`src/rtl/ppctl_pkg.sv`:
```
`default_nettype none
package ppctl_pkg;
    // ==========================================================
    // register byte addresses
    localparam logic [31:0] PPCTL_ADDR_IRQ_STATUS = 32'h9040_012C;
    localparam logic [31:0] PPCTL_ADDR_EDGE_ENABLE = 32'h9040_0134;
    localparam logic [31:0] PPCTL_ADDR_EDGE_POLARITY = 32'h9040_0138;
    localparam logic [31:0] PPCTL_ADDR_PACING = 32'h9040_0168;
    localparam logic [31:0] PPCTL_ADDR_CHAN_ADDR = 32'h9040_0174;
    localparam logic [31:0] PPCTL_ADDR_PHASE = 32'h9040_0178;

    // ==========================================================
    // field layout and reset values
    localparam int PPCTL_NUM_PINS = 4;
    localparam int PPCTL_PIN_STROBE = 0;
    localparam int PPCTL_PIN_SELECTIN = 1;
    localparam int PPCTL_PIN_INIT = 2;
    localparam int PPCTL_PIN_AUTOFD = 3;
    localparam int PPCTL_STS_PIN_SELECT_BIT = 5;
    localparam logic [3:0] PPCTL_EDGE_RESET = 4'h0;
    localparam logic [7:0] PPCTL_BYTE_RESET = 8'h00;
    localparam logic [31:0] PPCTL_WORD_ZERO = 32'h0000_0000;

    // ==========================================================
    // timing: minimum setup pulse width software must cover
    localparam int PPCTL_CLK_PERIOD_NS = 8;
    localparam int PPCTL_TP_NS = 500;
    localparam int PPCTL_TP_CYCLES = (PPCTL_TP_NS + PPCTL_CLK_PERIOD_NS - 1) / PPCTL_CLK_PERIOD_NS;

    // ==========================================================
    // protocol phase codes
    localparam logic [7:0] PPCTL_C_SPP_IDLE = 8'h00;
    localparam logic [7:0] PPCTL_C_SPP_DATA = 8'h01;
    localparam logic [7:0] PPCTL_C_SPP_RESET = 8'h0F;
    localparam logic [7:0] PPCTL_C_NEG = 8'h14;
    localparam logic [7:0] PPCTL_C_TERM = 8'h18;
    localparam logic [7:0] PPCTL_C_NB_REV_IDLE = 8'h24;
    localparam logic [7:0] PPCTL_C_NB_REV_DATA = 8'h26;
    localparam logic [7:0] PPCTL_C_NB_HB_NDA = 8'h28;
    localparam logic [7:0] PPCTL_C_NB_HB_DA = 8'h2C;
    localparam logic [7:0] PPCTL_C_NB_HOST_INT = 8'h2E;
    localparam logic [7:0] PPCTL_C_ECP_FWD_IDLE = 8'h30;
    localparam logic [7:0] PPCTL_C_ECP_FWD_DATA = 8'h31;
    localparam logic [7:0] PPCTL_C_ECP_REV_IDLE = 8'h34;
    localparam logic [7:0] PPCTL_C_ECP_REV_DATA = 8'h36;
    localparam logic [7:0] PPCTL_C_ECP_RECOV = 8'h38;
    localparam logic [7:0] PPCTL_C_ECP_R2F = 8'h3C;
    localparam logic [7:0] PPCTL_C_ECP_F2R = 8'h3E;
    localparam logic [7:0] PPCTL_C_ECP_SETUP = 8'h3F;

    typedef enum logic [4:0] {
        PH_SPP_IDLE, PH_SPP_DATA, PH_SPP_RESET, PH_NEG, PH_TERM,
        PH_NB_REV_IDLE, PH_NB_REV_DATA, PH_NB_HB_NDA, PH_NB_HB_DA, PH_NB_HOST_INT,
        PH_ECP_FWD_IDLE, PH_ECP_FWD_DATA, PH_ECP_REV_IDLE, PH_ECP_REV_DATA,
        PH_ECP_RECOV, PH_ECP_R2F, PH_ECP_F2R, PH_ECP_SETUP
    } ppctl_phase_e;

    function automatic logic [7:0] ppctl_code(input ppctl_phase_e s);
        case (s)
            PH_SPP_IDLE: ppctl_code = PPCTL_C_SPP_IDLE;
            PH_SPP_DATA: ppctl_code = PPCTL_C_SPP_DATA;
            PH_SPP_RESET: ppctl_code = PPCTL_C_SPP_RESET;
            PH_NEG: ppctl_code = PPCTL_C_NEG;
            PH_TERM: ppctl_code = PPCTL_C_TERM;
            PH_NB_REV_IDLE: ppctl_code = PPCTL_C_NB_REV_IDLE;
            PH_NB_REV_DATA: ppctl_code = PPCTL_C_NB_REV_DATA;
            PH_NB_HB_NDA: ppctl_code = PPCTL_C_NB_HB_NDA;
            PH_NB_HB_DA: ppctl_code = PPCTL_C_NB_HB_DA;
            PH_NB_HOST_INT: ppctl_code = PPCTL_C_NB_HOST_INT;
            PH_ECP_FWD_IDLE: ppctl_code = PPCTL_C_ECP_FWD_IDLE;
            PH_ECP_FWD_DATA: ppctl_code = PPCTL_C_ECP_FWD_DATA;
            PH_ECP_REV_IDLE: ppctl_code = PPCTL_C_ECP_REV_IDLE;
            PH_ECP_REV_DATA: ppctl_code = PPCTL_C_ECP_REV_DATA;
            PH_ECP_RECOV: ppctl_code = PPCTL_C_ECP_RECOV;
            PH_ECP_R2F: ppctl_code = PPCTL_C_ECP_R2F;
            PH_ECP_F2R: ppctl_code = PPCTL_C_ECP_F2R;
            PH_ECP_SETUP: ppctl_code = PPCTL_C_ECP_SETUP;
            default: ppctl_code = PPCTL_C_SPP_IDLE;
        endcase
    endfunction : ppctl_code

    // decode a requested code; valid_o low for unknown codes
    function automatic ppctl_phase_e ppctl_decode(input logic [7:0] c, output logic valid_o);
        ppctl_phase_e r;
        r = PH_SPP_IDLE;
        valid_o = 1'b0;
        for (int i = 0; i <= int'(PH_ECP_SETUP); i++) begin
            if (ppctl_code(ppctl_phase_e'(i)) == c) begin
                r = ppctl_phase_e'(i);
                valid_o = 1'b1;
            end
        end
        return r;
    endfunction : ppctl_decode
endpackage : ppctl_pkg
`default_nettype wire

```
`src/rtl/ppctl_pin_if.sv`:
```
`default_nettype none
interface ppctl_pin_if;
    logic [3:0] level;
    logic [3:0] rise;
    logic [3:0] fall;
    modport src (output level, output rise, output fall);
    modport dst (input level, input rise, input fall);
endinterface : ppctl_pin_if
`default_nettype wire

```
`src/rtl/ppctl_top.sv`:
```
// Notes on behaviour
// - four mask bits enable edge detection on autofd, init, selectin, strobe
// - polarity bits per pin: zero selects falling edge, one selects rising
// - auto modes space driven signal changes by the pacing count in clocks
// - channel address in forward ecp transfer captured into read-only register
// - spp phase codes 00 idle, 01 data, 0F reset
// - 14 negotiate, 18 terminate, 24 reverse idle, 26 reverse data
// - 28 busy no data, 2C busy data, 2E host interrupt
// - ecp 30 fwd idle, 31 fwd data, 34 rev idle, 36 rev data
// - 38 recovery, 3C rev-to-fwd, 3E fwd-to-rev, 3F setup
// - from negotiation to reverse data or busy data go via reverse idle and host interrupt, never directly
// - pin select event in status bit 5, cleared when status read
`default_nettype none
module ppctl_top (
    input wire logic clk_in,
    input wire logic rst_in,
    input wire logic [31:0] addr_in,
    input wire logic wr_in,
    input wire logic rd_in,
    input wire logic [31:0] wdata_in,
    output logic [31:0] rdata_out,
    output logic rvalid_out,
    input wire logic [3:0] pins_in,
    input wire logic auto_mode_in,
    input wire logic phase_req_in,
    input wire logic [7:0] phase_code_in,
    output logic phase_ack_out,
    output logic [7:0] phase_out,
    input wire logic sig_change_req_in,
    output logic sig_change_ack_out,
    input wire logic chan_addr_valid_in,
    input wire logic [7:0] chan_addr_in,
    output logic pin_select_event_out
);
    // ==========================================================
    // register decode
    wire logic sel_sts = addr_in == ppctl_pkg::PPCTL_ADDR_IRQ_STATUS;
    wire logic sel_en = addr_in == ppctl_pkg::PPCTL_ADDR_EDGE_ENABLE;
    wire logic sel_pol = addr_in == ppctl_pkg::PPCTL_ADDR_EDGE_POLARITY;
    wire logic sel_pace = addr_in == ppctl_pkg::PPCTL_ADDR_PACING;
    wire logic sel_chan = addr_in == ppctl_pkg::PPCTL_ADDR_CHAN_ADDR;
    wire logic sel_phase = addr_in == ppctl_pkg::PPCTL_ADDR_PHASE;

    logic [3:0] edge_en_q, edge_pol_q;
    logic [7:0] pace_q, pace_cnt_q, chan_addr_q, phase_q;
    logic psel_q, rvalid_q;
    logic [31:0] rdata_q;

    // ==========================================================
    // pin edge detection
    ppctl_pin_if pin_bus ();
    ppctl_pin_sync u_sync (
        .clk_in(clk_in),
        .rst_in(rst_in),
        .pins_in(pins_in),
        .pin_bus(pin_bus)
    );
    wire logic [3:0] sel_edge = (edge_pol_q & pin_bus.rise) | (~edge_pol_q & pin_bus.fall);
    wire logic evt_any = |(sel_edge & edge_en_q);
    wire logic sts_rd = rd_in & sel_sts;
    wire logic psel_d = evt_any | (psel_q & ~sts_rd);

    // ==========================================================
    // pacing and phase machine
    ppctl_pkg::ppctl_phase_e state_q, state_d, target_q;
    logic pending_q, pending_d;
    logic req_ok;
    ppctl_pkg::ppctl_phase_e req_state;
    always_comb begin
        req_state = ppctl_pkg::ppctl_decode(phase_code_in, req_ok);
    end
    wire logic pace_ready = ~auto_mode_in | (pace_cnt_q == ppctl_pkg::PPCTL_BYTE_RESET);
    wire logic req_rev = (req_state == ppctl_pkg::PH_NB_HB_DA) |
                         (req_state == ppctl_pkg::PH_NB_REV_DATA);
    wire logic detour_step = pending_q & pace_ready;
    wire logic take_req = phase_req_in & req_ok & pace_ready & ~pending_q;
    wire logic phase_move = detour_step | take_req;

    always_comb begin
        state_d = state_q;
        pending_d = pending_q;
        if (detour_step) begin
            case (state_q)
                ppctl_pkg::PH_NB_REV_IDLE: state_d = ppctl_pkg::PH_NB_HOST_INT;
                ppctl_pkg::PH_NB_HOST_INT: begin
                    state_d = target_q;
                    pending_d = 1'b0;
                end
                default: begin
                    state_d = target_q;
                    pending_d = 1'b0;
                end
            endcase
        end else if (take_req) begin
            if (state_q == ppctl_pkg::PH_NEG && req_rev) begin
                state_d = ppctl_pkg::PH_NB_REV_IDLE;
                pending_d = 1'b1;
            end else begin
                state_d = req_state;
            end
        end
    end

    assign sig_change_ack_out = sig_change_req_in & pace_ready & ~phase_move;
    wire logic change = phase_move | sig_change_ack_out;
    wire logic [7:0] pace_cnt_d = change ? pace_q :
        (pace_cnt_q == ppctl_pkg::PPCTL_BYTE_RESET ? pace_cnt_q : pace_cnt_q - 8'h01);
    wire logic fwd_ecp = (state_q == ppctl_pkg::PH_ECP_FWD_IDLE) |
                         (state_q == ppctl_pkg::PH_ECP_FWD_DATA);
    wire logic chan_cap = chan_addr_valid_in & fwd_ecp;

    // ==========================================================
    // read mux, reserved bits zero, unmapped zero
    wire logic [31:0] rd_mux =
        sel_sts ? {26'h0, psel_q, 5'h00} :
        sel_en ? {28'h0, edge_en_q} :
        sel_pol ? {28'h0, edge_pol_q} :
        sel_pace ? {24'h0, pace_q} :
        sel_chan ? {24'h0, chan_addr_q} :
        sel_phase ? {24'h0, phase_q} : ppctl_pkg::PPCTL_WORD_ZERO;

    always_ff @(posedge clk_in or posedge rst_in) begin
        if (rst_in) begin
            edge_en_q <= ppctl_pkg::PPCTL_EDGE_RESET;
            edge_pol_q <= ppctl_pkg::PPCTL_EDGE_RESET;
            pace_q <= ppctl_pkg::PPCTL_BYTE_RESET;
        end else if (wr_in) begin
            if (sel_en) edge_en_q <= wdata_in[3:0];
            if (sel_pol) edge_pol_q <= wdata_in[3:0];
            if (sel_pace) pace_q <= wdata_in[7:0];
        end
    end

    always_ff @(posedge clk_in or posedge rst_in) begin
        if (rst_in) begin
            psel_q <= 1'b0;
            rvalid_q <= 1'b0;
            rdata_q <= ppctl_pkg::PPCTL_WORD_ZERO;
            chan_addr_q <= ppctl_pkg::PPCTL_BYTE_RESET;
        end else begin
            psel_q <= psel_d;
            rvalid_q <= rd_in;
            rdata_q <= rd_in ? rd_mux : rdata_q;
            if (chan_cap) chan_addr_q <= chan_addr_in;
        end
    end

    always_ff @(posedge clk_in or posedge rst_in) begin
        if (rst_in) begin
            state_q <= ppctl_pkg::PH_SPP_IDLE;
            target_q <= ppctl_pkg::PH_SPP_IDLE;
            pending_q <= 1'b0;
            pace_cnt_q <= ppctl_pkg::PPCTL_BYTE_RESET;
            phase_q <= ppctl_pkg::PPCTL_C_SPP_IDLE;
        end else begin
            state_q <= state_d;
            pending_q <= pending_d;
            if (take_req) target_q <= req_state;
            pace_cnt_q <= pace_cnt_d;
            phase_q <= ppctl_pkg::ppctl_code(state_d);
        end
    end

    assign rdata_out = rdata_q;
    assign rvalid_out = rvalid_q;
    assign phase_ack_out = take_req;
    assign phase_out = phase_q;
    assign pin_select_event_out = psel_q;

    logic [8:0] since_q;
    logic [7:0] last_pace_q;
    logic seen_q;
    always_ff @(posedge clk_in or posedge rst_in) begin
        if (rst_in) begin
            since_q <= 9'h000;
            last_pace_q <= 8'h00;
            seen_q <= 1'b0;
        end else begin
            since_q <= change ? 9'h000 : (since_q == 9'h1FF ? since_q : since_q + 9'h001);
            if (change) last_pace_q <= pace_q;
            if (change) seen_q <= 1'b1;
        end
    end
endmodule : ppctl_top
`default_nettype wire

```
`src/rtl/ppctl_pin_sync.sv`:
```
`default_nettype none
module ppctl_pin_sync (
    input wire logic clk_in,
    input wire logic rst_in,
    input wire logic [3:0] pins_in,
    ppctl_pin_if.src pin_bus
);
    // ==========================================================
    // three-stage synchroniser with agreement filter
    logic [3:0] s1_q, s2_q, s3_q, stable_q;
    wire logic [3:0] agree = ~(s2_q ^ s3_q);
    wire logic [3:0] stable_d = (agree & s3_q) | (~agree & stable_q);

    always_ff @(posedge clk_in or posedge rst_in) begin
        if (rst_in) begin
            s1_q <= ppctl_pkg::PPCTL_EDGE_RESET;
            s2_q <= ppctl_pkg::PPCTL_EDGE_RESET;
            s3_q <= ppctl_pkg::PPCTL_EDGE_RESET;
            stable_q <= ppctl_pkg::PPCTL_EDGE_RESET;
        end else begin
            s1_q <= pins_in;
            s2_q <= s1_q;
            s3_q <= s2_q;
            stable_q <= stable_d;
        end
    end

    // compare new agreed sample with previous one
    assign pin_bus.level = stable_q;
    assign pin_bus.rise = stable_d & ~stable_q;
    assign pin_bus.fall = ~stable_d & stable_q;
endmodule : ppctl_pin_sync
`default_nettype wire

```
`config.mk`:
```
export PLATFORM = sky130hd
export DESIGN_NAME = ppctl_top
export DESIGN_NICKNAME = d
export VERILOG_FILES = /design/src/rtl/ppctl_pkg.sv /design/src/rtl/ppctl_pin_if.sv /design/src/rtl/ppctl_top.sv /design/src/rtl/ppctl_pin_sync.sv
export SDC_FILE = /design/constraint.sdc
export NUM_CORES = 1
export LEC_CHECK = 0
export ABC_AREA = 1
export BUFFER_PORTS_ARGS = -buffer_cell sky130_fd_sc_hd__buf_2
export CORE_UTILIZATION = 28
export DETAILED_ROUTE_END_ITERATION = 8
export PLACE_DENSITY = 0.48
export SLEW_MARGIN = 20
export SYNTH_ARGS = -nofsm -noshare
export SYNTH_HDL_FRONTEND = slang
export SYNTH_SLANG_ARGS = --single-unit
export TNS_END_PERCENT = 100
```
`constraint.sdc`:
```
create_clock -name clk_in -period 2.37 [get_ports clk_in]
set_input_delay 0.237 -clock clk_in [delete_from_list [all_inputs] [get_ports clk_in]]
set_output_delay 0.237 -clock clk_in [all_outputs]
set_load 0.005 [all_outputs]
```
Word level (Yosys, flattened, before mapping)
Memory sizes are Yosys's and may differ from the RTL's. A register that Yosys moved wholly into a read port is not among the register bits.
Index checks and enable logic that the tools add are counted.
{"block": "totals", "register_bits": 101, "rom_bits": 192, "inputBits": 92, "out_inout_bits": 44, "n_memories": 1}
{"block": "classes", "n_addsub": 1, "eq_ne": 31, "muxes": 51, "bitwise_logic": 34, "reduce_logical": 10}
{"memory": "(no name shown)", "words": 32, "width": 6, "read_ports": 1, "rd_ports_with_merged_regs": 1, "wr": 0, "line": "ppctl_pkg.sv:59", "rtl": "case (s)"}
{"cell": "$eq 32x32->1 const B", "count": 6}
{"cell": "$eq 6x8->1 const A", "count": 13}
{"cell": "$mux 5", "count": 20}
{"cell": "$mux 8", "count": 8}
{"cell": "$and 4x4->4", "count": 7}
{"cell": "$mux 1", "count": 23}
{"cell": "$not 4->4", "count": 5}
{"cell": "$eq 5x8->1 const A", "count": 2}
{"cell": "$logic_not 8->1", "count": 2}
{"cell": "$eq 5x4->1 const B", "count": 3}
{"cell": "$eq 5x3->1 const B", "count": 2}
{"cell": "$and 1x1->1", "count": 9}
{"cell": "$eq 1x8->1 const A", "count": 1}
{"cell": "$eq 4x8->1 const A", "count": 1}
{"cell": "$or 4x4->4", "count": 2}
{"cell": "$sub 8x1->8 const B", "count": 1}
{"cell": "$or 1x1->1", "count": 6}
{"cell": "$reduce_and 2->1", "count": 3}
{"cell": "$eq 5x2->1 const B", "count": 1}
{"cell": "$ne 2x2->1 const B", "count": 2}
{"cell": "$not 1->1", "count": 4}
{"cell": "$reduce_bool 2->1", "count": 2}
{"cell": "$reduce_or 4->1", "count": 1}
{"cell": "$xor 4x4->4", "count": 1}
{"cell": "2 further kinds", "count": 2}

Longest topological paths before layout
{"block": "depth", "depth_word": 27, "depth_mapped": 22, "ltp_nobuf": 21}

Hierarchy
From an unflattened synthesis, not the netlist that was laid out.
{"block": "unflattened", "cells_unflattened": 608, "hier_area_um2": 4566.9}
{"mod": "ppctl_top", "n_inst": 1, "cells_each": 560, "area_per_inst_um2": 4030.1, "seq_area_each_um2": 1476.4}
{"mod": "ppctl_pin_sync", "n_inst": 1, "cells_each": 48, "area_per_inst_um2": 536.8, "seq_area_each_um2": 400.4}

Worst setup path before layout
No wires, ideal clock.
{"block": "synth_path", "kind": "reg-to-reg", "startpoint": "register pace_cnt_q[0]", "endpoint": "register phase_q[3], in the netlist phase_out[3]", "setup_ps": 118, "t_arrival_ps": 2311, "t_required_ps": 2252, "slack_ps": -59, "path_stages_with_launch": 19, "path_buffers": 1, "synth_period_minus_slack_ps": 2429, "path_cell_list": "dfrtp_1 inv_1 ha_1 nand2_1 nor2_4 inv_4 nand2_4 nand3_2 nor2_2 buf_6 o21ai_0 a21boi_0 ha_1 inv_1 nand2_1 nand3_1 nand2_1 nand2_1 nand2_1"}
{"block": "synth_via", "elab_chain_len": 6}
{"item": "start: declaration", "line": "ppctl_top.sv:45", "rtl": "logic [7:0] pace_q, pace_cnt_q, chan_addr_q, phase_q;"}
{"item": "start signal: assignment", "line": "ppctl_top.sv:153", "rtl": "pace_cnt_q <= ppctl_pkg::PPCTL_BYTE_RESET;"}
{"item": "start signal: assignment", "line": "ppctl_top.sv:159", "rtl": "pace_cnt_q <= pace_cnt_d;"}
{"item": "$logic_not 8->1", "line": "ppctl_top.sv:72", "rtl": "wire logic pace_ready = ~auto_mode_in | (pace_cnt_q == ppctl_pkg::PPCTL_BYTE_RESET);"}
{"item": "$or 1x1->1", "line": "ppctl_top.sv:72"}
{"item": "$and 1x1->1 (2 in a row)", "line": "ppctl_top.sv:76", "rtl": "wire logic take_req = phase_req_in & req_ok & pace_ready & ~pending_q;"}
{"item": "via phase_ack_out", "line": "ppctl_top.sv:27", "rtl": "output logic phase_ack_out,"}
{"item": "$mux 5", "line": "ppctl_top.sv:94", "rtl": "end else if (take_req) begin"}
{"item": "$mux 5", "line": "ppctl_top.sv:82", "rtl": "if (detour_step) begin"}
{"item": "end: declaration", "line": "ppctl_top.sv:45"}
The timed path passes the listed nets, and every way through them passes these cells.
A chain may end at the register's enable or synchronous reset.

Final worst setup path
{"block": "layout_path", "startpoint": "register pace_cnt_q[0]", "endpoint": "register phase_q[3], in the netlist phase_out[3]"}
{"block": "layout_via", "elab_chain_len": 6}
{"item": "$logic_not 8->1 *", "line": "ppctl_top.sv:72"}
{"item": "$or 1x1->1 *", "line": "ppctl_top.sv:72"}
{"item": "$and 1x1->1 (2 in a row)", "line": "ppctl_top.sv:76"}
{"item": "$mux 5", "line": "ppctl_top.sv:94"}
{"item": "$mux 5 *", "line": "ppctl_top.sv:82"}
{"item": "via state_d[1]", "line": "ppctl_top.sv:65", "rtl": "ppctl_pkg::ppctl_phase_e state_q, state_d, target_q;"}
Mark *: on every way through the listed nets, which the timed path passes. The rest lies on a longest branch.

==> flow_summary.yaml <==
routing:
  vias: 4047
  via_per_inst: 4.328
  routedWlPerCell_um: 11.81
  drt-total-wl_mm: 11.05
  ant_nets: 0
  drtIter0Drc: 194
  firstDrtPassIters: 4
  drc: 0
run:
  drv_cap: 0
clock_network:
  clk_pin_slew_ps: 60
  root_buffer: "clkbuf_16"
  clkSinkCount: 75
  cts_buffer_depth: 2
  cts_buffers: 9
  clk_latency_ps: 330
  h-tree-depth: 3
  cts_tree: "yes"
grt:
  grt_pass1_vias: 3694
  grt_max_degree: 76
  grt_pass1_wl_mm: 17.22
  grt_use_total_pct: 13.22
  antenna_found_initial: 0
  grt-ovfl-total: 0
timing:
  fmax_ghz: 0.4414
  finalMaxSlewViolations: 0
  worst_pin_slew_ps: 624.9
  skew_ps: 5.728
  fin_hold_ws_ps: 52.81
  setup_viol: 0
  finalWorstPathRequiredPeriod_ps: 2266
  hold_viol_final: 0
  totalNegativeSetupSlack_ps: 0
  relSlewSlack_pct: 58.22
  period_share_pct: 95.59
  rsz0062_at_grt: "true"
setup_path:
  start_kind: "flop"
  cp-end-kind: "flop"
  path_max_fanout: 5
  crit_type: "flop to flop"
  r2r-end: "phase_out[3]$_DFF_PP0_"
  r2r_setup_slack_ps: 100
  r2r_cells: 20
  crit-reg2reg-launch: "pace_cnt_q[0]$_DFFE_PP0P_"
  critPathArrivalTime_ps: 2490
  critPathRequiredTime_ps: 2590
die:
  initial_core_util_pct: 28.62
  rows: 46
  die_y_um: 129.2
  dieArea_um2: 16690
  core_area_um2: 15830
  die_w_um: 129.2
  ioPinCount: 136
hold_path:
  holdPathStages: 1
  min_to: "rvalid_out$_DFF_PP0_"
  hold_start: "rd_in"
  hold_path_class: "input port to flop"
placement:
  placement.io_buffers: 85
  dpl.hpwl_mm: 8.558
  dpl-instance-area_um2: 5236
  dp_cells: 901
  place.gp.congestion: 0.8567
synth:
  yosysWarnings: 0
  synth_top_area_share_pct: 41.44
  syn_area_um2: 4529
  yosys.area.top_type: "dfrtp_1"
  synth_ff_type: "dfrtp_1"
  synth_cell_types: 42
  yosysSeqAreaShare_pct: 41.44
  async_flop_share_pct: 100.0
  syn_area_per_cell_um2: 7.703
  synthCells: 588
  synth_enable_flop_cells: 0
  synth-seq-cells: 75
  yosys-top-cells-area: "dfrtp_1 (41%), nand2_1 (12%), inv_1 (5.8%)"
cells_and_area:
  fin_nets: 814
  final_cell_area_um2: 5904
  multiInputGateArea_um2: 2370
  antennaDiodeCount: 0
  stdcell_count: 935
  fillCellCount: 1633
  final-seq-area_um2: 1877
  syn_to_final_growth_pct: 30.36
  drive_above_1_share_pct: 29.90
power_and_ir_drop:
  powerDensity_nw_per_um2: 736.1
  p_leak_nw: 3.076
  p_total_mw: 4.347
  ir_worst_vdd_v: 0.0003525
run_status:
  status: "completed"
[placed cells by master (no fill, tap or decap), types with 4 or more instances in the layout]
| cell type | netlist | layout |
|---|---|---|
| nand2_1 | 139 | 134 |
| ha_4 | 0 | 5 |
| mux2_2 | 6 | 6 |
| nor2_1 | 67 | 66 |
| conb_1 | 1 | 26 |
| nand3_2 | 6 | 8 |
| dfrtp_1 | 75 | 75 |
| inv_4 | 4 | 6 |
| o21ai_1 | 4 | 4 |
| clkbuf_16 | 0 | 9 |
| buf_4 | 26 | 28 |
| a21oi_1 | 18 | 17 |
| dlygate4sd3_1 | 0 | 5 |
| buf_2 | 1 | 85 |
| inv_1 | 70 | 62 |
| nand3_1 | 37 | 33 |
| inv_2 | 4 | 9 |
| nor3_1 | 7 | 7 |
| o21ai_0 | 49 | 48 |
| nand2_2 | 7 | 11 |
| nand4_1 | 7 | 7 |
| nand2_4 | 5 | 6 |
| nor2_2 | 9 | 9 |
| nor2_4 | 5 | 6 |
[area by class of cell]
class	count	area share, %
timing repair buffer	121	12.48
sequential	75	31.79
inverter	79	5.488
tap	216	4.577
clock inverter	6	1.483
clock buffer	10	4.047
multi-input combinational	428	40.14
[Yosys cell counts, drive strengths merged, types with 2 or more instances]
| master | number |
|---|---|
| nand3 | 44 |
| ha | 8 |
| clkbuf | 2 |
| a21oi | 18 |
| o21ai | 53 |
| xor2 | 3 |
| o22ai | 2 |
| dfrtp | 75 |
| nor4 | 2 |
| mux2 | 6 |
| inv | 78 |
| a21boi | 2 |
| buf | 29 |
| nand2 | 152 |
| nor3 | 7 |
| nor2 | 83 |
| nand3b | 3 |
| o31ai | 5 |
| xnor2 | 2 |
| nand4 | 7 |
[sequential cells by signal (all words and copies together) (netlist names), 4 cells and up]
name and cells:
chan_addr_q 8, edge_pol_q 4, u_sync.s2_q 4, state_q 5, target_q 5, pace_cnt_q 8, edge_en_q 4, rdata_out 8
pace_q 8, u_sync.pin_bus.level 4, u_sync.s1_q 4, u_sync.s3_q 4, phase_out 6
[logic make-up (layout without fill, tap and decap cells)]
logic type      Yosys count  count (layout)  synth area share [%]
other cells               1              26               0.08279
buf+inv                 110             216                 11.85
fa+ha+maj                 8               8                 2.210
mux                       6               6                 1.492
flops                    75              75                 41.44
xor+xnor                  5               5                0.9670
compound gates           84              84                 10.39
simple gates            299             299                 31.57
[stage by stage]
| step | util [%] | setup WS [ps] |
|---|---|---|
| 3_5_place_dp | 33.08 | 2.761 |
| 4_1_cts | 35.56 | 7.694 |
| 2_1_floorplan | - | 17.28 |
| 3_3_place_gp | 33.08 | 5.863 |
| 5_1_grt | 37.30 | -26.51 |
| 6_report | 37.30 | 104.4 |
[how the worst max path moves through the flow]
stage / startpoint / endpoint / cells past startpoint
finish: pace_cnt_q[0]$_DFFE_PP0P_ / phase_out[3]$_DFF_PP0_ / 20
global route: pace_cnt_q[0]$_DFFE_PP0P_ / phase_out[3]$_DFF_PP0_ / 20
CTS: pace_cnt_q[0]$_DFFE_PP0P_ / phase_out[3]$_DFF_PP0_ / 20
detailed placement: phase_code_in[6] / phase_out[3]$_DFF_PP0_ / 19
global placement: phase_code_in[6] / phase_out[3]$_DFF_PP0_ / 19
floorplan: pace_cnt_q[0]$_DFFE_PP0P_ / phase_out[3]$_DFF_PP0_ / 20
[repair_timing]
item,in CTS,in global routing
hold buffers,5,0
gates resized for setup,0,47
pin swaps,1,19
gates cloned,0,0
setup buffers,2,11
endpoints found under the setup margin,2,6
endpoints found under the hold margin,26,0
[layer usage]
metal / track usage, % / vias up / wire, um
met5: 0 / - / 0
met4: 2.699 / 0 / 68
met3: 3.675 / 7 / 655
met2: 22.01 / 103 / 5298
met1: 17.10 / 1852 / 5022
li1: - / 2085 / -
[worst max-delay path, stage by stage, from the launching register on]
cell and delay, ps:
dfrtp_1 390, inv_2 90, ha_4 140, nand2_4 50, nor2_4 130, inv_4 50, nand2_4 90, inv_4 50
nor2_8 140, inv_8 60, nor2_8 130, nand2_2 90, nand3_4 120, inv_6 60, ha_4 240, inv_2 50
nand2_2 60, nand3_2 60, nand2_1 50, nand2_1 60, nand2_1 50
[where the power goes]
| part | switching (mW) | leakage (nW) | internal (mW) |
|---|---|---|---|
| Sequential | 0.134 | 0.945 | 1.47 |
| Clock | 0.531 | 0.163 | 0.952 |
| Combinational | 0.689 | 1.97 | 0.567 |
| Total | 1.35 | 3.08 | 2.99 |
Power figures use the tool's default switching activity.
